===== config.mk =====
export PLATFORM = sky130hd
export DESIGN_NAME = mpb_top
export DESIGN_NICKNAME = d
export VERILOG_FILES = /design/src/mpb_pkg.sv /design/src/mpb_top.sv
export VERILOG_INCLUDE_DIRS = /design/src
export SDC_FILE = /design/constraint.sdc
export NUM_CORES = 1
export LEC_CHECK = 0
export BUFFER_PORTS_ARGS = -buffer_cell sky130_fd_sc_hd__buf_2
export CELL_PAD_IN_SITES_DETAIL_PLACEMENT = 0
export CELL_PAD_IN_SITES_GLOBAL_PLACEMENT = 1
export CORE_ASPECT_RATIO = 2
export CORE_MARGIN = 5
export CORE_UTILIZATION = 33
export DETAILED_ROUTE_END_ITERATION = 8
export PLACE_DENSITY_LB_ADDON = 0.1
export SYNTH_ARGS = -nofsm -noshare
export SYNTH_HDL_FRONTEND = slang
export SYNTH_SLANG_ARGS = --single-unit

===== constraint.sdc =====
create_clock -name clk_i -period 7.7 [get_ports clk_i]
set_clock_uncertainty 0.15 [all_clocks]
set_input_delay 0.385 -clock clk_i [delete_from_list [all_inputs] [get_ports clk_i]]
set_output_delay 0.385 -clock clk_i [all_outputs]
set_load 0.03 [all_outputs]

===== src/mpb_consts.svh =====
// Constants for the multi-port concurrent access self-test block
// Operation
// - Concurrent read returns reference, column or row data
// - Concurrent read only for two-logical-port test port
// - Strobe same cycle async, next cycle sync
// - Concurrent write only 2RW, 1R1W, nR2W memories
// - Write enable off idles, on targets selected cell
// - Automatic write enable follows write address selects
// - Polarity control can invert concurrent write data
// - Column select flips column LSB, else row LSB
// - Select off leaves test address unmodified
// - Automatic selects off first cycle, then hold
// - Column select needs read enable and support
// - Row select flips row LSB on read
// - Row select ignored without rows or support
// - No concurrent read on ROM or 1RW
// - Write row select flips row LSB, enables write
// - Write column select flips column LSB, enables write
// - Write settings usable in any operation cycle
// - All changes synchronous to self-test clock
// - Polarity: data or complement, automatic holds
`ifndef MPB_CONSTS_SVH
`define MPB_CONSTS_SVH
// ==========================================================
// Array geometry
`define MPB_ROW_W 6
`define MPB_COL_W 3
`define MPB_ADDR_W 9
`define MPB_DATA_W 16
`define MPB_ROW_LSB 3
`define MPB_COL_LSB 0
// ==========================================================
// Per-cycle setting codes
`define MPB_SET_AUTO 2'h0
`define MPB_SET_OFF 2'h1
`define MPB_SET_ON 2'h2
// ==========================================================
// Memory type codes
`define MPB_MT_ROM 3'h0
`define MPB_MT_1RW 3'h1
`define MPB_MT_2RW 3'h2
`define MPB_MT_1R1W 3'h3
`define MPB_MT_NR2W 3'h4
// ==========================================================
// Register map and fields
`define MPB_AXI_AW 8
`define MPB_OFS_CTRL 8'h00
`define MPB_OFS_CFG 8'h04
`define MPB_OFS_STAT 8'h08
`define MPB_CTRL_RST 32'h0000_0000
`define MPB_CFG_RST 32'h0000_0000
`define MPB_CTRL_EN 0
`define MPB_CFG_TYPE_LSB 0
`define MPB_CFG_TYPE_MSB 2
`define MPB_CFG_HASCOL 3
`define MPB_CFG_HASROW 4
`define MPB_CFG_PARRD 5
`define MPB_CFG_TWOLP 6
`define MPB_CFG_SYNCRD 7
`define MPB_STAT_FAIL 0
`define MPB_STAT_ACT 1
`define MPB_RESP_OKAY 2'h0
`define MPB_RESP_SLVERR 2'h2
`endif


===== src/mpb_pkg.sv =====
// Types shared by the concurrent access self-test block
`include "mpb_consts.svh"
package mpb_pkg;
    // ======================================================
    // Per-cycle concurrent settings, each an auto/off/on code
    typedef struct packed {
        logic [1:0] rd_en;
        logic [1:0] wr_en;
        logic [1:0] rd_col;
        logic [1:0] rd_row;
        logic [1:0] wr_row;
        logic [1:0] wr_col;
        logic [1:0] wr_pol;
    } mpb_sel_type;
    // ======================================================
    // One sequencer cycle
    typedef struct packed {
        logic                      op_active;
        logic                      first_cycle;
        logic                      strobe;
        mpb_sel_type               sel;
        logic [`MPB_ROW_W-1:0]     row;
        logic [`MPB_COL_W-1:0]     col;
        logic [`MPB_DATA_W-1:0]    wdata;
        logic [`MPB_DATA_W-1:0]    expect_data;
    } mpb_cyc_type;
    // ======================================================
    // Inactive memory port
    typedef struct packed {
        logic [`MPB_ADDR_W-1:0]    addr;
        logic [`MPB_DATA_W-1:0]    wdata;
        logic                      we;
        logic                      re;
    } mpb_port_type;
endpackage


===== src/mpb_top.sv =====
// Concurrent access control for the inactive port of a multi-port memory
//
// Local design decisions: the register offsets and the AXI4-Lite interface to the registers.
`include "mpb_consts.svh"
module mpb_top (
    input  wire logic                     clk_i,
    input  wire logic                     nrst_i,
    input  wire logic [`MPB_AXI_AW-1:0]   s_axi_awaddr_i,
    input  wire logic                     s_axi_awvalid_i,
    output logic                          s_axi_awready_o,
    input  wire logic [31:0]              s_axi_wdata_i,
    input  wire logic [3:0]               s_axi_wstrb_i,
    input  wire logic                     s_axi_wvalid_i,
    output logic                          s_axi_wready_o,
    output logic [1:0]                    s_axi_bresp_o,
    output logic                          s_axi_bvalid_o,
    input  wire logic                     s_axi_bready_i,
    input  wire logic [`MPB_AXI_AW-1:0]   s_axi_araddr_i,
    input  wire logic                     s_axi_arvalid_i,
    output logic                          s_axi_arready_o,
    output logic [31:0]                   s_axi_rdata_o,
    output logic [1:0]                    s_axi_rresp_o,
    output logic                          s_axi_rvalid_o,
    input  wire logic                     s_axi_rready_i,
    input  wire mpb_pkg::mpb_cyc_type     cyc_i,
    input  wire mpb_pkg::mpb_port_type    func_i,
    input  wire logic [`MPB_DATA_W-1:0]   mem_q_i,
    output mpb_pkg::mpb_port_type         port_o,
    output logic                          cmp_strobe_o,
    output logic                          cmp_fail_o
);
    // ======================================================
    // Reset synchroniser
    logic rst_meta_reg;
    logic rst_n;
    always_ff @(posedge clk_i or negedge nrst_i) begin
        if (!nrst_i) begin
            rst_meta_reg <= 1'b0;
            rst_n        <= 1'b0;
        end else begin
            rst_meta_reg <= 1'b1;
            rst_n        <= rst_meta_reg;
        end
    end

    // ======================================================
    // Helpers
    // Auto keeps the last resolved value, but off on the first cycle
    function automatic logic resolve(input logic [1:0] code,
                                     input logic first, input logic prev);
        if (code == `MPB_SET_ON)
            resolve = 1'b1;
        else if (code == `MPB_SET_OFF)
            resolve = 1'b0;
        else
            resolve = first ? 1'b0 : prev;
    endfunction

    function automatic logic [31:0] merge(input logic [31:0] old,
                                          input logic [31:0] nw,
                                          input logic [3:0] strb);
        logic [31:0] r;
        r = old;
        for (int i = 0; i < 4; i++) begin
            if (strb[i])
                r[i*8 +: 8] = nw[i*8 +: 8];
        end
        merge = r;
    endfunction

    // ======================================================
    // Register state
    logic [31:0] ctrl_reg;
    logic [31:0] cfg_reg;
    logic        fail_reg;
    logic        aw_got_reg;
    logic        w_got_reg;
    logic [`MPB_AXI_AW-1:0] waddr_reg;
    logic [31:0] wdata_reg;
    logic [3:0]  wstrb_reg;
    logic        wr_go;
    logic        fail_clr;
    logic        miss;
    logic [2:0]  mtype;
    logic        en;
    logic        has_col;
    logic        has_row;
    logic        sync_rd;

    assign mtype   = cfg_reg[`MPB_CFG_TYPE_MSB:`MPB_CFG_TYPE_LSB];
    assign en      = ctrl_reg[`MPB_CTRL_EN];
    assign has_col = cfg_reg[`MPB_CFG_HASCOL];
    assign has_row = cfg_reg[`MPB_CFG_HASROW];
    assign sync_rd = cfg_reg[`MPB_CFG_SYNCRD];
    assign wr_go   = aw_got_reg & w_got_reg & ~s_axi_bvalid_o;
    assign fail_clr = wr_go & (waddr_reg == `MPB_OFS_STAT)
                    & wstrb_reg[0] & wdata_reg[`MPB_STAT_FAIL];

    // ======================================================
    // AXI write channel: address and data in either order
    always_ff @(posedge clk_i or negedge rst_n) begin
        if (!rst_n) begin
            s_axi_awready_o <= 1'b1;
            s_axi_wready_o  <= 1'b1;
            aw_got_reg      <= 1'b0;
            w_got_reg       <= 1'b0;
            waddr_reg       <= '0;
            wdata_reg       <= '0;
            wstrb_reg       <= '0;
            s_axi_bvalid_o  <= 1'b0;
            s_axi_bresp_o   <= `MPB_RESP_OKAY;
        end else begin
            if (s_axi_awvalid_i && s_axi_awready_o) begin
                s_axi_awready_o <= 1'b0;
                aw_got_reg      <= 1'b1;
                waddr_reg       <= s_axi_awaddr_i;
            end
            if (s_axi_wvalid_i && s_axi_wready_o) begin
                s_axi_wready_o <= 1'b0;
                w_got_reg      <= 1'b1;
                wdata_reg      <= s_axi_wdata_i;
                wstrb_reg      <= s_axi_wstrb_i;
            end
            if (wr_go) begin
                aw_got_reg     <= 1'b0;
                w_got_reg      <= 1'b0;
                s_axi_bvalid_o <= 1'b1;
                if (waddr_reg == `MPB_OFS_CTRL || waddr_reg == `MPB_OFS_CFG
                    || waddr_reg == `MPB_OFS_STAT)
                    s_axi_bresp_o <= `MPB_RESP_OKAY;
                else
                    s_axi_bresp_o <= `MPB_RESP_SLVERR;
            end
            // Ready returns only after the response, one write at a time
            if (s_axi_bvalid_o && s_axi_bready_i) begin
                s_axi_bvalid_o  <= 1'b0;
                s_axi_awready_o <= 1'b1;
                s_axi_wready_o  <= 1'b1;
            end
        end
    end

    // Software registers
    always_ff @(posedge clk_i or negedge rst_n) begin
        if (!rst_n) begin
            ctrl_reg <= `MPB_CTRL_RST;
            cfg_reg  <= `MPB_CFG_RST;
        end else if (wr_go) begin
            if (waddr_reg == `MPB_OFS_CTRL)
                ctrl_reg <= merge(ctrl_reg, wdata_reg, wstrb_reg);
            else if (waddr_reg == `MPB_OFS_CFG)
                cfg_reg <= merge(cfg_reg, wdata_reg, wstrb_reg);
        end
    end

    // Sticky compare failure; a new miss beats a clear
    always_ff @(posedge clk_i or negedge rst_n) begin
        if (!rst_n)
            fail_reg <= 1'b0;
        else if (miss)
            fail_reg <= 1'b1;
        else if (fail_clr)
            fail_reg <= 1'b0;
    end

    // ======================================================
    // AXI read channel
    always_ff @(posedge clk_i or negedge rst_n) begin
        if (!rst_n) begin
            s_axi_arready_o <= 1'b1;
            s_axi_rvalid_o  <= 1'b0;
            s_axi_rdata_o   <= '0;
            s_axi_rresp_o   <= `MPB_RESP_OKAY;
        end else if (s_axi_arvalid_i && s_axi_arready_o) begin
            s_axi_arready_o <= 1'b0;
            s_axi_rvalid_o  <= 1'b1;
            s_axi_rresp_o   <= `MPB_RESP_OKAY;
            if (s_axi_araddr_i == `MPB_OFS_CTRL)
                s_axi_rdata_o <= ctrl_reg;
            else if (s_axi_araddr_i == `MPB_OFS_CFG)
                s_axi_rdata_o <= cfg_reg;
            else if (s_axi_araddr_i == `MPB_OFS_STAT)
                s_axi_rdata_o <= {30'h0, cyc_i.op_active, fail_reg};
            else begin
                s_axi_rdata_o <= '0;
                s_axi_rresp_o <= `MPB_RESP_SLVERR;
            end
        end else if (s_axi_rvalid_o && s_axi_rready_i) begin
            s_axi_rvalid_o  <= 1'b0;
            s_axi_arready_o <= 1'b1;
        end
    end

    // ======================================================
    // Per-cycle resolution of the concurrent settings
    logic rd_en_h, rd_col_h, rd_row_h, wr_row_h, wr_col_h, pol_h;
    logic rd_en_c, rd_col_c, rd_row_c, wr_row_c, wr_col_c, pol_c, wr_en_c;
    logic rd_ok, wr_ok, act, conc_rd, conc_wr;
    logic flip_rd_row, flip_rd_col;
    logic [`MPB_ROW_W-1:0] rd_row, wr_row;
    logic [`MPB_COL_W-1:0] rd_col, wr_col;

    always_comb begin
        rd_en_c  = resolve(cyc_i.sel.rd_en, cyc_i.first_cycle, rd_en_h);
        rd_col_c = resolve(cyc_i.sel.rd_col, cyc_i.first_cycle, rd_col_h);
        rd_row_c = resolve(cyc_i.sel.rd_row, cyc_i.first_cycle, rd_row_h);
        wr_row_c = resolve(cyc_i.sel.wr_row, cyc_i.first_cycle, wr_row_h);
        wr_col_c = resolve(cyc_i.sel.wr_col, cyc_i.first_cycle, wr_col_h);
        pol_c    = resolve(cyc_i.sel.wr_pol, cyc_i.first_cycle, pol_h);
        // With write enable on auto, either write select turns the write on; off always wins
        if (cyc_i.sel.wr_en == `MPB_SET_ON)
            wr_en_c = 1'b1;
        else if (cyc_i.sel.wr_en == `MPB_SET_OFF)
            wr_en_c = 1'b0;
        else
            wr_en_c = wr_row_c | wr_col_c;
    end

    // Held values for the next cycle of the operation
    always_ff @(posedge clk_i or negedge rst_n) begin
        if (!rst_n) begin
            rd_en_h  <= 1'b0;
            rd_col_h <= 1'b0;
            rd_row_h <= 1'b0;
            wr_row_h <= 1'b0;
            wr_col_h <= 1'b0;
            pol_h    <= 1'b0;
        end else if (cyc_i.op_active) begin
            rd_en_h  <= rd_en_c;
            rd_col_h <= rd_col_c;
            rd_row_h <= rd_row_c;
            wr_row_h <= wr_row_c;
            wr_col_h <= wr_col_c;
            pol_h    <= pol_c;
        end
    end

    // Which memories may see concurrent traffic at all
    assign rd_ok = cfg_reg[`MPB_CFG_PARRD] & cfg_reg[`MPB_CFG_TWOLP]
                 & (mtype != `MPB_MT_ROM) & (mtype != `MPB_MT_1RW);
    assign wr_ok = (mtype == `MPB_MT_2RW) | (mtype == `MPB_MT_1R1W)
                 | (mtype == `MPB_MT_NR2W);
    assign act     = en & cyc_i.op_active;
    assign conc_rd = act & rd_ok & rd_en_c;
    assign conc_wr = act & wr_ok & wr_en_c;
    // Without columns the column select falls back to the row bit
    assign flip_rd_col = rd_col_c & has_col;
    assign flip_rd_row = (rd_row_c & has_row) | (rd_col_c & ~has_col);
    assign rd_row = cyc_i.row ^ {{(`MPB_ROW_W-1){1'b0}}, flip_rd_row};
    assign rd_col = cyc_i.col ^ {{(`MPB_COL_W-1){1'b0}}, flip_rd_col};
    assign wr_row = cyc_i.row ^ {{(`MPB_ROW_W-1){1'b0}}, wr_row_c};
    assign wr_col = cyc_i.col ^ {{(`MPB_COL_W-1){1'b0}}, wr_col_c};

    // ======================================================
    // Inactive port drive; a write takes the port over a read
    always_ff @(posedge clk_i or negedge rst_n) begin
        if (!rst_n) begin
            port_o <= '0;
        end else if (!en) begin
            port_o <= func_i;
        end else if (conc_wr) begin
            port_o.addr  <= {wr_row, wr_col};
            port_o.wdata <= pol_c ? ~cyc_i.wdata : cyc_i.wdata;
            port_o.we    <= 1'b1;
            port_o.re    <= 1'b0;
        end else if (conc_rd) begin
            port_o.addr  <= {rd_row, rd_col};
            port_o.wdata <= cyc_i.wdata;
            port_o.we    <= 1'b0;
            port_o.re    <= 1'b1;
        end else begin
            port_o.addr  <= {cyc_i.row, cyc_i.col};
            port_o.wdata <= cyc_i.wdata;
            port_o.we    <= 1'b0;
            port_o.re    <= 1'b0;
        end
    end

    // ======================================================
    // Compare of concurrent read data
    logic rd_live_reg, rd_d2_reg;
    logic [`MPB_DATA_W-1:0] exp_live_reg, exp_d2_reg;
    logic strobe_now;
    logic [`MPB_DATA_W-1:0] exp_now;

    // Sync ports deliver data one cycle after the address
    assign strobe_now = sync_rd ? rd_d2_reg : rd_live_reg;
    assign exp_now    = sync_rd ? exp_d2_reg : exp_live_reg;
    assign miss       = strobe_now & (mem_q_i != exp_now);

    always_ff @(posedge clk_i or negedge rst_n) begin
        if (!rst_n) begin
            rd_live_reg  <= 1'b0;
            rd_d2_reg    <= 1'b0;
            exp_live_reg <= '0;
            exp_d2_reg   <= '0;
            cmp_strobe_o <= 1'b0;
            cmp_fail_o   <= 1'b0;
        end else begin
            rd_live_reg  <= conc_rd & ~conc_wr & cyc_i.strobe;
            rd_d2_reg    <= rd_live_reg;
            exp_live_reg <= cyc_i.expect_data;
            exp_d2_reg   <= exp_live_reg;
            cmp_strobe_o <= strobe_now;
            cmp_fail_o   <= miss;
        end
    end
endmodule


==> flow_summary.yaml <==
synthesis:
  synth_area_leaders: "dfrtp_1 62%, mux2_2 14%, nor2_1 3.4%"
  yosysWarnings: 0
  synth_edf_count: 0
  synthArstFlopShare: 1.00
  syn_inst: 668
  synth_ff_type: "dfrtp_1"
  avgSynthCellArea_um2: 13.2
  post_synth_instance_area_mm2: 0.00882
  synth_top_cell_by_area: "dfrtp_1"
  ys_types: 51
  ys_ff_latch: 221
  yosysSeqAreaShare: 0.627
  synth_top_cell_area_share: 0.618
sta:
  relSlewSlack: 0.262
  tightest_slew_ps: 1110
  fmax_mhz: 299
  setup_tns_ps: 0
  fin_crit_sh: 0.435
  maxSlewViolCount: 0
  hold_viol: 0
  finalSetupViolations: 0
  rsz0062_at_grt: "false"
  layout_min_cycle_time_ps: 3350
worst_setup_path:
  critPathLaunchType: "flop"
  worstPathArrival_ps: 3590
  crit_path_end_kind: "flop"
  worstPathMaxFanout: 46
  crit_type: "reg -> reg"
  path_cells: "buf_4, o2111ai_1, a311oi_4, xnor2_1, a21oi_1, dlygate4sd3_1"
  cp_num_buf_inv: 2
  cp_slowest_cell: "a311oi_4"
  critical_path.max_stage_delay_ps: 1010
  critPathTopFamily: "compound AO/OA/AOI/OAI gates"
  critical_path_required_ps: 7940
cts:
  ctsLongestPathBuffers: 3
  post_cts_buffers: 0
  cts-root-buf: "clkbuf_16"
  clock_sinks: 221
  clk_pin_slew_ps: 60
  cts_tree: "built"
  cts_buffers: 21
  insertion_delay_ps: 510
  cts_max_level: 1
  cts_resized: 0
grt:
  grt_max_degree: 87
  grt.total_usage: 0.159
  grt_first_pass_wirelength_mm: 39.0
  grt_antenna_before_repair: 0
  grt_pass1_vias: 7340
  gr-total-overflow: 0
route:
  dr.pass1.iters: 4
  num_vias: 6538
  initialDrtViolationCount: 168
  wl_per_cell_um: 17.6
  ant_nets: 0
  viasPerCell: 4.77
  remaining_drc_errors: 0
  wl_mm: 24.2
cells_and_area:
  fin_util: 0.460
  final_cell_area_mm2: 0.0121
  finalNonFillerCells: 1371
  drive_above_1_share: 0.383
  nets: 1171
  fillers: 2438
  area_delta_synth_final_pct: 37.6
floorplan:
  initial_utilization: 0.334
  pin_count: 230
  fp.coreArea_mm2: 0.0264
  die_x_um: 126
  die_h_um: 241
  row_count: 84
  die_area_mm2: 0.0303
job:
  cap_viol_max_count: 0
status:
  status: "complete, no violations"
power_and_ir_drop:
  leakage_nw: 5.77
  p_per_area_mw_per_mm2: 290
  p_total_mw: 3.52
  peakVddDrop_uv: 176
place:
  gp_congestion: 0.799
  placed_area_mm2: 0.0103
  port_buffers: 227
  post-dp-hpwl_mm: 16.8
  dp.cells: 1218
hold_path:
  hold_class: "in -> reg"
==> path summary, 6_finish.rpt <==
| check | endpoint | from | cells past startpoint | slack [ps] |
|---|---|---|---|---|
| min in group asynchronous | rst_n | nrst_i | 2 | 40 |
| worst max register to register | port_o[2] | ctrl_reg[0] | 6 | 4350 |
| worst max-delay path | port_o[2] | ctrl_reg[0] | 6 | 4350 |
| worst min-delay path | port_o[12] | cyc_i[26] | 3 | 30 |
| max in group asynchronous | s_axi_rdata_o[6] | rst_n | 1 | 5600 |
| worst min register to register | rst_n | rst_meta_reg | 0 | 210 |
==> report_power, final <==
part / leakage [nW] / switching (mW) / internal, mW / total (mW)
registers: 2.75 / 0.202 / 1.45 / 1.65
clock network: 0.326 / 0.432 / 0.554 / 0.985
logic: 2.69 / 0.499 / 0.386 / 0.885
==> worst min-delay path, cell delays in order <==
cell and delay (ps):
buf_2 80, xnor2_1 100, a21oi_1 60
==> cells in the mapped netlist, types with 4 or more instances <==
cell	number
clkbuf_1	23
nand4_1	5
mux2_2	112
nor2b_1	8
inv_1	12
nand2_2	4
a21oi_1	21
mux2i_1	20
a221oi_1	30
nand2_1	25
nand2b_1	8
dfrtp_1	218
nor2_1	81
o21ai_0	17
xor2_1	16
xnor2_1	16
==> cells in the final DEF, fill, tap and decap left out, types with 2 or more instances in the layout <==
master | Yosys | layout
buf_2 | 0 | 227
dfrtp_1 | 218 | 217
dlygate4sd3_1 | 0 | 114
mux2_2 | 112 | 112
nor2_1 | 81 | 81
a221oi_1 | 30 | 30
nand2_1 | 25 | 23
a21oi_1 | 21 | 21
clkbuf_16 | 0 | 21
mux2i_1 | 20 | 20
o21ai_0 | 17 | 17
xnor2_1 | 16 | 16
xor2_1 | 16 | 16
inv_1 | 12 | 12
nand2b_1 | 8 | 8
nor2b_1 | 8 | 8
nand2_2 | 4 | 6
clkbuf_1 | 23 | 6
nand4_1 | 5 | 5
clkbuf_8 | 0 | 5
clkinv_2 | 0 | 5
buf_4 | 3 | 5
a31oi_1 | 3 | 3
nor4_1 | 3 | 3
mux2_1 | 3 | 3
conb_1 | 2 | 3
dfstp_2 | 3 | 3
nor3b_1 | 3 | 2
maj3_1 | 2 | 2
a21o_1 | 2 | 2
nor3_2 | 1 | 2
a21boi_0 | 2 | 2
a22o_1 | 2 | 2
==> per-layer routing <==
metal | share of wire | vias up | global-route usage
li1 | - | 3034 | -
met1 | 0.37 | 3250 | 0.174
met2 | 0.55 | 214 | 0.308
met3 | 0.057 | 40 | 0.0298
met4 | 0.026 | 0 | 0.0526
met5 | 0 | - | 0
==> what timing repair did <==
item | 4_1_cts | 5_1_grt
hold buffers | 113 | 1
endpoints found under the hold margin | 95 | 1
endpoints found under the setup margin | 0 | 0
==> area by class of cell <==
class                      count  area (um2)  share of cell area
antenna                        1        2.50            0.000206
clock buffer                  32         617              0.0508
clock inverter                 6        33.8             0.00278
inverter                      12        45.0             0.00371
multi-input combinational    409        3160               0.260
sequential                   221        5540               0.456
tap                          344         430              0.0354
timing repair buffer         346        2310               0.191
==> cell families after synthesis <==
logic type	share of synthesized area
mux	0.170
buf+inv	0.0179
other cells	0.000851
fa+ha+maj	0.00227
compound gates	0.0730
flops	0.627
xor+xnor	0.0318
simple gates	0.0773
==> per-stage QoR <==
stage                     setup slack [ps]  hold WS (ps)
after floorplan                        941         -60.6
after global placement                4960          21.2
after detailed placement              4900          24.6
after CTS                             4350          5.93
after global routing                  4070          10.9
final                                 4350          29.8
Power figures use the tool's default switching activity.
